`config.mk`:
```
export PLATFORM = sky130hd
export DESIGN_NAME = dw_watchpoint
export DESIGN_NICKNAME = d
export VERILOG_FILES = /design/src/logic/dw_pkg.sv /design/src/logic/dw_watchpoint.sv /design/src/logic/dw_addr_match.sv /design/src/logic/dw_value_match.sv
export SDC_FILE = /design/constraint.sdc
export NUM_CORES = 1
export LEC_CHECK = 0
export ABC_AREA = 1
export BUFFER_PORTS_ARGS = -buffer_cell sky130_fd_sc_hd__clkbuf_2
export CAP_MARGIN = 10
export CORE_MARGIN = 5
export CORE_UTILIZATION = 35
export CTS_CLUSTER_SIZE = 25
export DETAILED_ROUTE_END_ITERATION = 8
export PLACE_DENSITY = 0.74
export SYNTH_ARGS = -nofsm -noshare
export SYNTH_HDL_FRONTEND = slang
export SYNTH_HIERARCHICAL = 1
export SYNTH_SLANG_ARGS = --single-unit
```
`constraint.sdc`:
```
create_clock -name clk -period 0.8 [get_ports clk]
set_input_delay 0.08 -clock clk [delete_from_list [all_inputs] [get_ports clk]]
set_output_delay 0.08 -clock clk [all_outputs]
set_load 0.01 [all_outputs]
```
`src/logic/dw_pkg.sv`:
```
// Shared constants and types for the data watchpoint block.
package dw_pkg;

  // ************************************************************
  // Widths
  // ************************************************************
  localparam int ADDR_W  = 32;
  localparam int DATA_W  = 32;
  localparam int BYTES_N = 4;
  localparam int CHAN_N  = 2;

  // ************************************************************
  // Exact-match size codes
  // ************************************************************
  localparam logic [1:0] SIZE_BYTE  = 2'h0;
  localparam logic [1:0] SIZE_HALF  = 2'h1;
  localparam logic [1:0] SIZE_WORD  = 2'h2;
  localparam logic [1:0] SIZE_LINE  = 2'h3;
  localparam int         LINE_LSB_N = 5;

  // ************************************************************
  // Value compare modes
  // ************************************************************
  localparam logic [1:0] VMODE_UNDEF  = 2'h0;
  localparam logic [1:0] VMODE_AND    = 2'h1;
  localparam logic [1:0] VMODE_OR     = 2'h2;
  localparam logic [1:0] VMODE_AND_OR = 2'h3;
  localparam logic [3:0] BE_NONE      = 4'h0;

  // ************************************************************
  // Reset values
  // ************************************************************
  localparam logic             FLAG_RST = 1'b0;
  localparam logic [ADDR_W-1:0] RA_RST  = 32'h00000000;

  // ************************************************************
  // Access operations presented by the load/store pipeline
  // ************************************************************
  typedef enum logic [3:0] {
    OP_LOAD   = 4'h0,
    OP_STORE  = 4'h1,
    OP_DCBA   = 4'h2,
    OP_DCBF   = 4'h3,
    OP_DCBI   = 4'h4,
    OP_DCBST  = 4'h5,
    OP_DCBT   = 4'h6,
    OP_DCBTST = 4'h7,
    OP_DCBZ   = 4'h8,
    OP_DCCCI  = 4'h9,
    OP_DCREAD = 4'hA,
    OP_ICBI   = 4'hB,
    OP_ICBT   = 4'hC,
    OP_ICCCI  = 4'hD,
    OP_ICREAD = 4'hE
  } dw_op_t;

  // Debug class of an access
  typedef enum logic [2:0] {
    CLS_NONE  = 3'h1,
    CLS_READ  = 3'h2,
    CLS_WRITE = 3'h4
  } dw_cls_t;

endpackage

```
`src/logic/dw_watchpoint.sv`:
```
// Data address and value watchpoint for the load/store pipeline.
// Operation
// - Inclusive range: load in [cmp1, cmp2) sets enabled read flags.
// - Exclusive: outside [cmp1, cmp2) qualifies; stores set write flags.
// - Status flags are sticky; misses never clear them.
// - Block invalidate, block zero and allocate count as stores.
// - Block flush and block store raise write events only.
// - Touch, store-touch, icache touch, icache invalidate count as loads.
// - Whole-cache invalidates and cache array reads raise no events.
// - Value event needs an address match then a data match.
// - Value compare enabled suppresses that channel's address events.
// - Value event after completion; return address is next instruction.
// - Value channel enabled exactly when its byte enables are non-zero.
// - Byte enable n includes byte n in the compare.
// - Mode 01 needs every enabled byte equal.
// - Mode 10 needs at least one enabled byte equal.
// - Mode 11 matches on enabled equal bytes 0,1 or bytes 2,3.
// - Misaligned first part event recorded; value event interrupt abandons second part.
// - Value events set read or write flag per access and enables.
// - Failed value check leaves flags unchanged despite address match.
// - Range enable selects range mode, disabling exact compare.
// - Exact size field masks none, bit 31, 30:31 or 27:31.
module dw_watchpoint (
  input  wire logic                      clk,
  input  wire logic                      resetn,
  input  wire logic                      access_valid,
  input  wire dw_pkg::dw_op_t            access_op,
  input  wire logic [dw_pkg::ADDR_W-1:0] access_addr,
  input  wire logic [dw_pkg::DATA_W-1:0] access_data,
  input  wire logic                      access_first_part,
  input  wire logic [dw_pkg::ADDR_W-1:0] access_instr_addr,
  input  wire logic [dw_pkg::ADDR_W-1:0] access_next_addr,
  input  wire logic                      debug_int_enable,
  input  wire logic [dw_pkg::ADDR_W-1:0] data_addr_compare_one,
  input  wire logic [dw_pkg::ADDR_W-1:0] data_addr_compare_two,
  input  wire logic [dw_pkg::DATA_W-1:0] data_value_compare_one,
  input  wire logic [dw_pkg::DATA_W-1:0] data_value_compare_two,
  input  wire logic                      range_compare_enable,
  input  wire logic                      range_exclusive_select,
  input  wire logic                      read_watch_enable_one,
  input  wire logic                      write_watch_enable_one,
  input  wire logic                      read_watch_enable_two,
  input  wire logic                      write_watch_enable_two,
  input  wire logic [1:0]                match_size_one,
  input  wire logic [1:0]                match_size_two,
  input  wire logic [3:0]                value_byte_enables_one,
  input  wire logic [3:0]                value_byte_enables_two,
  input  wire logic [1:0]                value_match_mode_one,
  input  wire logic [1:0]                value_match_mode_two,
  input  wire logic                      clear_read_hit_one,
  input  wire logic                      clear_write_hit_one,
  input  wire logic                      clear_read_hit_two,
  input  wire logic                      clear_write_hit_two,
  output logic                           read_hit_flag_one,
  output logic                           write_hit_flag_one,
  output logic                           read_hit_flag_two,
  output logic                           write_hit_flag_two,
  output logic                           addr_event,
  output logic                           value_event,
  output logic                           debug_int_request,
  output logic                           second_part_abandon,
  output logic [dw_pkg::ADDR_W-1:0]      debug_return_address
);
  import dw_pkg::*;

  // ************************************************************
  // Per-channel views of the control inputs
  // ************************************************************
  logic [ADDR_W-1:0]  cmp_addr [CHAN_N];
  logic [DATA_W-1:0]  cmp_val  [CHAN_N];
  logic [1:0]         size     [CHAN_N];
  logic [BYTES_N-1:0] be       [CHAN_N];
  logic [1:0]         vmode    [CHAN_N];
  logic [CHAN_N-1:0]  rd_en;
  logic [CHAN_N-1:0]  wr_en;
  logic [CHAN_N-1:0]  rd_clr;
  logic [CHAN_N-1:0]  wr_clr;

  assign cmp_addr[0] = data_addr_compare_one;
  assign cmp_addr[1] = data_addr_compare_two;
  assign cmp_val[0]  = data_value_compare_one;
  assign cmp_val[1]  = data_value_compare_two;
  assign size[0]     = match_size_one;
  assign size[1]     = match_size_two;
  assign be[0]       = value_byte_enables_one;
  assign be[1]       = value_byte_enables_two;
  assign vmode[0]    = value_match_mode_one;
  assign vmode[1]    = value_match_mode_two;
  assign rd_en       = {read_watch_enable_two, read_watch_enable_one};
  assign wr_en       = {write_watch_enable_two, write_watch_enable_one};
  assign rd_clr      = {clear_read_hit_two, clear_read_hit_one};
  assign wr_clr      = {clear_write_hit_two, clear_write_hit_one};

  // ************************************************************
  // Access classification
  // ************************************************************
  dw_cls_t cls;

  always_comb begin
    case (access_op)
      OP_LOAD:   cls = CLS_READ;
      OP_STORE:  cls = CLS_WRITE;
      OP_DCBI:   cls = CLS_WRITE;
      OP_DCBZ:   cls = CLS_WRITE;
      OP_DCBA:   cls = CLS_WRITE;
      // Protection sees these as reads; the watch does not
      OP_DCBF:   cls = CLS_WRITE;
      OP_DCBST:  cls = CLS_WRITE;
      OP_DCBT:   cls = CLS_READ;
      OP_DCBTST: cls = CLS_READ;
      OP_ICBT:   cls = CLS_READ;
      OP_ICBI:   cls = CLS_READ;
      OP_DCCCI:  cls = CLS_NONE;
      OP_ICCCI:  cls = CLS_NONE;
      OP_DCREAD: cls = CLS_NONE;
      OP_ICREAD: cls = CLS_NONE;
      default:   cls = CLS_NONE;
    endcase
  end

  logic is_read;
  logic is_write;

  // One evaluation per presented access
  assign is_read  = access_valid && (cls == CLS_READ);
  assign is_write = access_valid && (cls == CLS_WRITE);

  // ************************************************************
  // Range compare shared by both channels
  // ************************************************************
  logic in_span;
  logic range_hit;

  assign in_span = (access_addr >= data_addr_compare_one) &&
                   (access_addr < data_addr_compare_two);
  // Exclusive mode qualifies everything outside the span
  assign range_hit = range_exclusive_select ? !in_span : in_span;

  // ************************************************************
  // Channel compare
  // ************************************************************
  logic [CHAN_N-1:0] exact_hit;
  logic [CHAN_N-1:0] addr_hit;
  logic [CHAN_N-1:0] val_en;
  logic [CHAN_N-1:0] val_hit;
  logic [CHAN_N-1:0] chan_hit;
  logic [CHAN_N-1:0] rd_set;
  logic [CHAN_N-1:0] wr_set;
  logic [CHAN_N-1:0] rd_addr_ev;
  logic [CHAN_N-1:0] wr_addr_ev;
  logic [CHAN_N-1:0] rd_val_ev;
  logic [CHAN_N-1:0] wr_val_ev;

  genvar c;
  generate
    for (c = 0; c < CHAN_N; c++) begin : g_chan
      dw_addr_match #(
        .AW       (ADDR_W)
      ) u_addr (
        .cmp_addr (cmp_addr[c]),
        .op_addr  (access_addr),
        .size     (size[c]),
        .hit      (exact_hit[c])
      );

      dw_value_match #(
        .NB        (BYTES_N)
      ) u_value (
        .cmp_value (cmp_val[c]),
        .op_value  (access_data),
        .byte_en   (be[c]),
        .mode      (vmode[c]),
        .enabled   (val_en[c]),
        .hit       (val_hit[c])
      );

      // Range mode turns exact compare off for both registers
      assign addr_hit[c] = range_compare_enable ? range_hit
                                                : exact_hit[c];
      // Address match only qualifies the value check when enabled
      assign chan_hit[c] = val_en[c] ? (addr_hit[c] && val_hit[c])
                                     : addr_hit[c];

      assign rd_set[c] = is_read && rd_en[c] && chan_hit[c];
      assign wr_set[c] = is_write && wr_en[c] && chan_hit[c];

      assign rd_addr_ev[c] = rd_set[c] && !val_en[c];
      assign wr_addr_ev[c] = wr_set[c] && !val_en[c];
      assign rd_val_ev[c]  = rd_set[c] && val_en[c];
      assign wr_val_ev[c]  = wr_set[c] && val_en[c];
    end
  endgenerate

  logic any_addr_ev;
  logic any_val_ev;

  assign any_addr_ev = (rd_addr_ev | wr_addr_ev) != '0;
  assign any_val_ev  = (rd_val_ev | wr_val_ev) != '0;

  // ************************************************************
  // Sticky status flags
  // ************************************************************
  logic [CHAN_N-1:0] rd_flag_reg;
  logic [CHAN_N-1:0] wr_flag_reg;

  // A hit in the clearing cycle wins over the clear
  always_ff @(posedge clk or negedge resetn) begin
    if (!resetn) begin
      rd_flag_reg <= {CHAN_N{FLAG_RST}};
      wr_flag_reg <= {CHAN_N{FLAG_RST}};
    end else begin
      rd_flag_reg <= (rd_flag_reg & ~rd_clr) | rd_set;
      wr_flag_reg <= (wr_flag_reg & ~wr_clr) | wr_set;
    end
  end

  assign read_hit_flag_one  = rd_flag_reg[0];
  assign read_hit_flag_two  = rd_flag_reg[1];
  assign write_hit_flag_one = wr_flag_reg[0];
  assign write_hit_flag_two = wr_flag_reg[1];

  // ************************************************************
  // Event pulses and interrupt request
  // ************************************************************
  logic addr_ev_reg;
  logic val_ev_reg;
  logic int_req_reg;
  logic abandon_reg;

  always_ff @(posedge clk or negedge resetn) begin
    if (!resetn) begin
      addr_ev_reg <= 1'b0;
      val_ev_reg  <= 1'b0;
    end else begin
      addr_ev_reg <= any_addr_ev;
      val_ev_reg  <= any_val_ev;
    end
  end

  always_ff @(posedge clk or negedge resetn) begin
    if (!resetn) begin
      int_req_reg <= 1'b0;
    end else begin
      int_req_reg <= debug_int_enable && (any_addr_ev || any_val_ev);
    end
  end

  // First part already recorded in the flags; the second is dropped
  always_ff @(posedge clk or negedge resetn) begin
    if (!resetn) begin
      abandon_reg <= 1'b0;
    end else begin
      abandon_reg <= debug_int_enable && any_val_ev &&
                     access_first_part;
    end
  end

  assign addr_event          = addr_ev_reg;
  assign value_event         = val_ev_reg;
  assign debug_int_request   = int_req_reg;
  assign second_part_abandon = abandon_reg;

  // ************************************************************
  // Return address capture
  // ************************************************************
  logic [ADDR_W-1:0] ret_addr_reg;

  // Value events fire after completion, so resume past the access
  always_ff @(posedge clk or negedge resetn) begin
    if (!resetn) begin
      ret_addr_reg <= RA_RST;
    end else if (debug_int_enable && any_val_ev) begin
      ret_addr_reg <= access_next_addr;
    end else if (debug_int_enable && any_addr_ev) begin
      ret_addr_reg <= access_instr_addr;
    end
  end

  assign debug_return_address = ret_addr_reg;
endmodule

```
`src/logic/dw_addr_match.sv`:
```
// Exact-address compare of one channel with size masking.
module dw_addr_match
  import dw_pkg::*;
#(
  parameter int AW = 32
) (
  input  wire logic [AW-1:0] cmp_addr,
  input  wire logic [AW-1:0] op_addr,
  input  wire logic [1:0]    size,
  output logic               hit
);
  import dw_pkg::*;

  logic [AW-1:0] mask;

  // Bit 31 in the big-endian numbering is our bit 0
  always_comb begin
    case (size)
      SIZE_BYTE: mask = '1;
      SIZE_HALF: mask = {{(AW-1){1'b1}}, 1'b0};
      SIZE_WORD: mask = {{(AW-2){1'b1}}, 2'b00};
      SIZE_LINE: mask = {{(AW-LINE_LSB_N){1'b1}}, {LINE_LSB_N{1'b0}}};
      default:   mask = '1;
    endcase
  end

  assign hit = ((cmp_addr ^ op_addr) & mask) == '0;
endmodule

```
`src/logic/dw_value_match.sv`:
```
// Byte-enabled data value compare of one channel.
module dw_value_match
  import dw_pkg::*;
#(
  parameter int NB = 4
) (
  input  wire logic [8*NB-1:0] cmp_value,
  input  wire logic [8*NB-1:0] op_value,
  input  wire logic [NB-1:0]   byte_en,
  input  wire logic [1:0]      mode,
  output logic                 enabled,
  output logic                 hit
);
  import dw_pkg::*;

  logic [NB-1:0] byte_eq;
  logic [NB-1:0] sel_eq;

  genvar b;
  generate
    for (b = 0; b < NB; b++) begin : g_byte
      assign byte_eq[b] = cmp_value[8*b +: 8] == op_value[8*b +: 8];
      assign sel_eq[b]  = byte_en[b] & byte_eq[b];
    end
  endgenerate

  assign enabled = byte_en != '0;

  always_comb begin
    case (mode)
      VMODE_AND:    hit = enabled && ((sel_eq | ~byte_en) == '1);
      VMODE_OR:     hit = sel_eq != '0;
      VMODE_AND_OR: hit = (sel_eq[0] & sel_eq[1]) |
                          (sel_eq[2] & sel_eq[3]);
      // Undefined mode: never matches
      default:      hit = 1'b0;
    endcase
  end
endmodule

```
# Word level (Yosys, flattened, before mapping)
# Memories as Yosys holds them, arrays and structs flattened.
# Index checks and enable logic that the tools add are counted.
# op_classes
order_cmp,2
eq_ne,24
muxes,11
bitwise_logic,30
n_reduce_logical,42
# ops
op,n
32-bit one-hot mux with 4 select lines,2
32-bit AND,2
8-bit equality test,8
32-bit zero test,2
32-bit two-way mux,2
32-bit bitwise XOR,2
32-bit greater-or-equal comparator,1
32-bit less-than comparator,1
1-bit logical AND,27
2-bit equality test (second input constant),8
4-bit nonzero test,4
1-bit AND,12
2-bit by 1-bit equality test with 1-bit output (second input constant),4
4-bit equality test (second input constant),2
4-bit NOT,2
2-bit OR,4
4-bit OR,2
1-bit one-hot mux with 3 select lines,2
2-bit nonzero test,3
1-bit two-way mux,5
2-bit AND,2
2-bit zero test,2
2-bit NOT,2
3-bit by 2-bit equality test with 1-bit output (second input constant),1
4 further kinds,7
# word_totals
ff_bits,40
mem_bits_ro,48
input_bits,291
elab_cells,117
mem_count,1
# memory_table
name,words,word_bits,rd,rd_ports_with_merged_regs,wr,line,source
(no name shown),16,3,1,0,0,dw_watchpoint.sv:100,case (access_op)

# Longest topological paths before layout
# logic_depth
ltp_word,15
depth_mapped,24
ltp_nobuf,22

# Cells and area by module
# Netlist, hierarchy kept.
# modules_own_cells
mod,n_inst,cells_per_inst,area_each_um2
dw_watchpoint,1,606,3998.8
dw_value_match,2,126,618.1
dw_addr_match,2,132,573.0

# Worst setup path after synthesis
# No wires, ideal clock.
# synth_timing
path_type,input-to-reg
start,input data_addr_compare_one[29] in the netlist's numbering
end,"register ret_addr_reg[6], in the netlist debug_return_address[6]"
t_arrival_ns,1.800
required_ns,0.684
setup_slack_ns,-1.116
path_stages,17
n_path_buf,1
path_cell_list,inv_1 > ha_1 > a21oi_1 > nor2_1 > nor3b_2 > nand2_1 > nor2_1 > nand2_1 > nand3_1 > nand2_1 > nand3_2 > o2111ai_1 > nand2_2 > buf_2 > a21oi_1 > nand2_1 > nand2_1
# synth_between
elab_chain_cells,13
word_cells_on_any_way,33
# synth_lines
element,line,source
from (decl),dw_watchpoint.sv:34,"input wire logic [dw_pkg::ADDR_W-1:0] data_addr_compare_one,"
32-bit greater-or-equal comparator,dw_watchpoint.sv:134,assign in_span = (access_addr >= data_addr_compare_one) &&
1-bit logical AND,dw_watchpoint.sv:134,
1-bit zero test,dw_watchpoint.sv:137,assign range_hit = range_exclusive_select ? !in_span : in_span;
1-bit two-way mux,dw_watchpoint.sv:137,
1-bit two-way mux,dw_watchpoint.sv:178,assign addr_hit[c] = range_compare_enable ? range_hit
1-bit logical AND,dw_watchpoint.sv:181,assign chan_hit[c] = val_en[c] ? (addr_hit[c] && val_hit[c])
1-bit two-way mux,dw_watchpoint.sv:181,
"1-bit logical AND, on equally long branches","dw_watchpoint.sv:184, dw_watchpoint.sv:185",
"1-bit logical AND, on equally long branches",--,
"2-bit OR, on equally long branches","dw_watchpoint.sv:198, dw_watchpoint.sv:197",
"2-bit nonzero test, on equally long branches","dw_watchpoint.sv:198, dw_watchpoint.sv:197",
"1-bit logical AND, on equally long branches","dw_watchpoint.sv:272, dw_watchpoint.sv:274",
32-bit two-way mux or 2-bit nonzero test (tied branches),--,
to (signal assigned),dw_watchpoint.sv:273,ret_addr_reg <= access_next_addr;
to (signal assigned),dw_watchpoint.sv:275,ret_addr_reg <= access_instr_addr;
to (decl),dw_watchpoint.sv:266,logic [ADDR_W-1:0] ret_addr_reg;
# Several ways; a longest one is shown, not always the timed one.
# A chain may end at the register's enable or synchronous reset.

# Worst setup path in the final report
# layout_timing
start,input access_addr[29] in the netlist's numbering
end,"register ret_addr_reg[30], in the netlist debug_return_address[30]"
# layout_between
elab_chain_cells,13
word_cells_on_any_way,37
# layout_lines
element,line,source
from (decl),dw_watchpoint.sv:28,"input wire logic [dw_pkg::ADDR_W-1:0] access_addr,"
32-bit greater-or-equal comparator or 32-bit less-than comparator (tied branches),"dw_watchpoint.sv:134, dw_watchpoint.sv:135",
1-bit logical AND,dw_watchpoint.sv:134,
1-bit zero test,dw_watchpoint.sv:137,
1-bit two-way mux,dw_watchpoint.sv:137,
1-bit two-way mux,dw_watchpoint.sv:178,
1-bit logical AND,dw_watchpoint.sv:181,
1-bit two-way mux,dw_watchpoint.sv:181,
"1-bit logical AND, on equally long branches","dw_watchpoint.sv:184, dw_watchpoint.sv:185",
"1-bit logical AND, on equally long branches",--,
"2-bit OR, on equally long branches","dw_watchpoint.sv:198, dw_watchpoint.sv:197",
"2-bit nonzero test, on equally long branches","dw_watchpoint.sv:198, dw_watchpoint.sv:197",
"1-bit logical AND, on equally long branches","dw_watchpoint.sv:272, dw_watchpoint.sv:274",
32-bit two-way mux or 2-bit nonzero test (tied branches),--,
# Several ways; a longest one is shown, not always the timed one.

==> impl_results.md <==
* Setup_tns at -50880 ps
* CP max FO at 5
* Yosys reg bits at 40
* Max Clock Freq at 0.4711 GHz
* Max-cap check violation count at 0
* Number of global-route vias before repair at 7989
* CORE AREA at 0.01796 sq mm
* Sequential element share of the synthesized area at 0.1569
* Post-DP HPWL at 18770 um
* # rows at 49
* Area Growth Syn to Fin at 67.78%
* GRT Util Overall at 0.2057
* Max_slew headroom at 0.7742
* VDD IR max at 1044 uV
* Syn_area_per_cell at 5.687 sq um
* Cells after Synth at 1122
* Distinct cell type count after synthesis at 31
* Slowest stage cell on the critical path: ha_4
* Initial drt markers at 282
* I/O pin count at 331
* Initial antenna violation count at 4
* Vias at 8204
* Port Buf Inserts at 330
* Htree depth at 2
* Max reg flops at 32
* CP most frequent cell: nand2_1
* Final min period at 2123 ps
* Violated checks: negative setup slack
* Status: finished with violations
* Share of cells above drive strength 1 at 0.4154
* CP arrival at 2280 ps
* Global route overflow at 0
* Grt met3 use at 0.04085
* Met2 Use GR at 0.3810
* Critical path data required time at 950 ps
* Final std cells w/o fill at 1821
* CP endpoint kind: register
* Max incr delay on CP at 280 ps
* Most frequent cell after synthesis: nand2_1
* Met1 track demand over resource at 0.2427
* Ys async rst share at 1.000
* Final worst-path setup slack at -1323 ps
* Starting Density at 0.3552
* Crit share post-route at 2.654
* Clock sinks at 40
* Startpoint Class: input pin
* Setup violations, final at 80
* Clk root buf: clkbuf_16
* PD cells at 833.0 mW/mm^2
* Synthesized area at 0.006381 sq mm
* Top-area cell type share of the netlist area at 0.2441
* Hold Path Class: input pin to register
* Clk buf depth at 2
* Synth Net Count at 1478
* DRC at 0
* Unrepaired setup endpoints after global routing: true
* Cell Chain, Critical Path: clkbuf_8 > ha_4 > nand2_4 > nor2_4 > nand4_1 > nor2_1 > nand2_1 > nand2_2 > nand4_1 > nand3_4 > o211ai_1 > nand2_1 > nand2_4 > buf_12 > clkbuf_16 > nand2_2 > nand2_1
* Top cell type by total area after synthesis: nand2_1
* Post-route ant nets at 0
* Most used routing layer in global routing: met2
* Crit Path Category: input pin to register
* Post-layout net count at 1944
* Die Y at 145.0 um
* Worst-Skew Late Latency at 270 ps
* Die span in x at 145.0 um
* Placed Area at 0.009211 sq mm
* Drt wl/cell at 13.44 um
* Clk_skew at 0 ps
* Largest net degree at the start of global routing at 41
* Lkg Pwr at 0.006595 uW
* DR pass1 iterations at 5
* Final Cell Area at 0.01071 sq mm
* Yosys warns at 6
* DP Cell Count at 1765
* Pins Over Slew Limit at 0
* EDFF count, synth at 0
* Worst slew pin tran at 337.5 ps
* Hold Vio Cnt, Final at 0
* Routed Wire Length at 24470 um
* Die area at 0.02103 sq mm
* Post-synth top cells: nand2_1, inv_1, nor2_1
* Via/cell ratio at 4.505
* CTS clk-pin slew, worst paths at 60 ps
* CTS tree: done
* Routability cong. at 0.8771
* Cts bufs inserted at 5
* Main synth FF type: dfrtp_1
* Top post-synthesis cells by area: nand2_1, dfrtp_1, inv_1
* First-pass GRT wire length at 37250 um
## path summary, 6_finish.rpt
kind,endpoint,depth (start not counted),startpoint,slack (ps)
worst max-delay path,debug_return_address[30],17,access_addr[29],-1320
worst min-delay path,wr_flag_reg[0],2,clear_write_hit_one,20
worst max register to register,debug_return_address[3],4,debug_return_address[3],-80
worst min register to register,debug_return_address[18],2,debug_return_address[18],480
max in group asynchronous,debug_return_address[2],3,resetn,250
min in group asynchronous,debug_return_address[13],3,resetn,330
## area by class of cell
cell class | instances | area (sq um)
clock buffer | 7 | 142.6
multi-input combinational | 806 | 5106
timing repair buffer | 472 | 3151
fill | 1588 | 7257
tap | 229 | 286.5
inverter | 263 | 1005
antenna | 3 | 7.507
sequential | 40 | 1001
clock inverter | 1 | 7.507
## where the power goes
group,switching [uW],internal [uW]
clock,810,1240
sequential,113,2190
combinational,2250,2310
## repair_timing
action | in CTS | in global routing
gates resized for setup | 42 | 189
pin swaps | 6 | 42
endpoints found under the hold margin | 44 | 0
setup endpoints to repair | 80 | 80
buffers inserted | 22 | 14
gates cloned | 4 | 4
hold buffers | 5 | 0
## stage by stage
| step | setup slack, ps | hold WS, ps | total power [uW] | util |
|---|---|---|---|---|
| global route | -1494 | 40.55 | 9615 | 0.5959 |
| CTS | -1266 | 17.37 | 8414 | 0.5498 |
| floorplan | -1068 | -215.6 | 4171 | - |
| finish | -1323 | 22.07 | 8918 | 0.5960 |
| detailed placement | -1605 | 82.79 | 6105 | 0.5128 |
| global placement | -1513 | 73.26 | 5999 | 0.5128 |
## layout by cell type (no fill, tap or decap), types with 4 or more instances in the layout
master           n
clkbuf_2       294
nand3_1         21
buf_6           25
buf_12           6
xor2_1          28
ha_1            37
inv_4            4
a21oi_2         32
clkbuf_16        9
dlygate4sd3_1    5
nand2_2         40
nor2_1          96
nand2_1        358
o21ai_1         12
nor2_2          22
inv_2           21
xnor2_1         45
nand2_4         18
buf_2            8
buf_4          119
a21oi_1         31
inv_1          237
ha_4            28
nand4_1          5
buf_8            6
dfrtp_1         40
## metal layers
| metal | vias to the layer above | wire, um |
|---|---|---|
| li1 | 4257 | - |
| met1 | 3621 | 9508 |
| met2 | 268 | 12680 |
| met3 | 54 | 1598 |
| met4 | 4 | 659 |
| met5 | - | 27 |
## critical path: cells and delay by family
family | cells | cell delay (ps)
AND/OR/NAND/NOR | 12 | 1320
buffers and inverters | 3 | 460
adder cells (fa/ha/maj) | 1 | 280
AO/OA/AOI/OAI | 1 | 130
## logic make-up (layout without fill, tap and decap cells)
| family | after synthesis | in the layout | share of synthesized area |
|---|---|---|---|
| and+or+nand+nor | 574 | 574 | 0.3551 |
| buffers and inverters | 276 | 743 | 0.1698 |
| AOI/OAI and AO/OA | 93 | 93 | 0.08922 |
| xor gates and xnor gates | 74 | 74 | 0.1016 |
| adders and majority gates | 65 | 65 | 0.1275 |
| DFF | 40 | 40 | 0.1569 |
| other | 0 | 3 | 0 |
No activity file was read; power rests on OpenSTA's default activity.
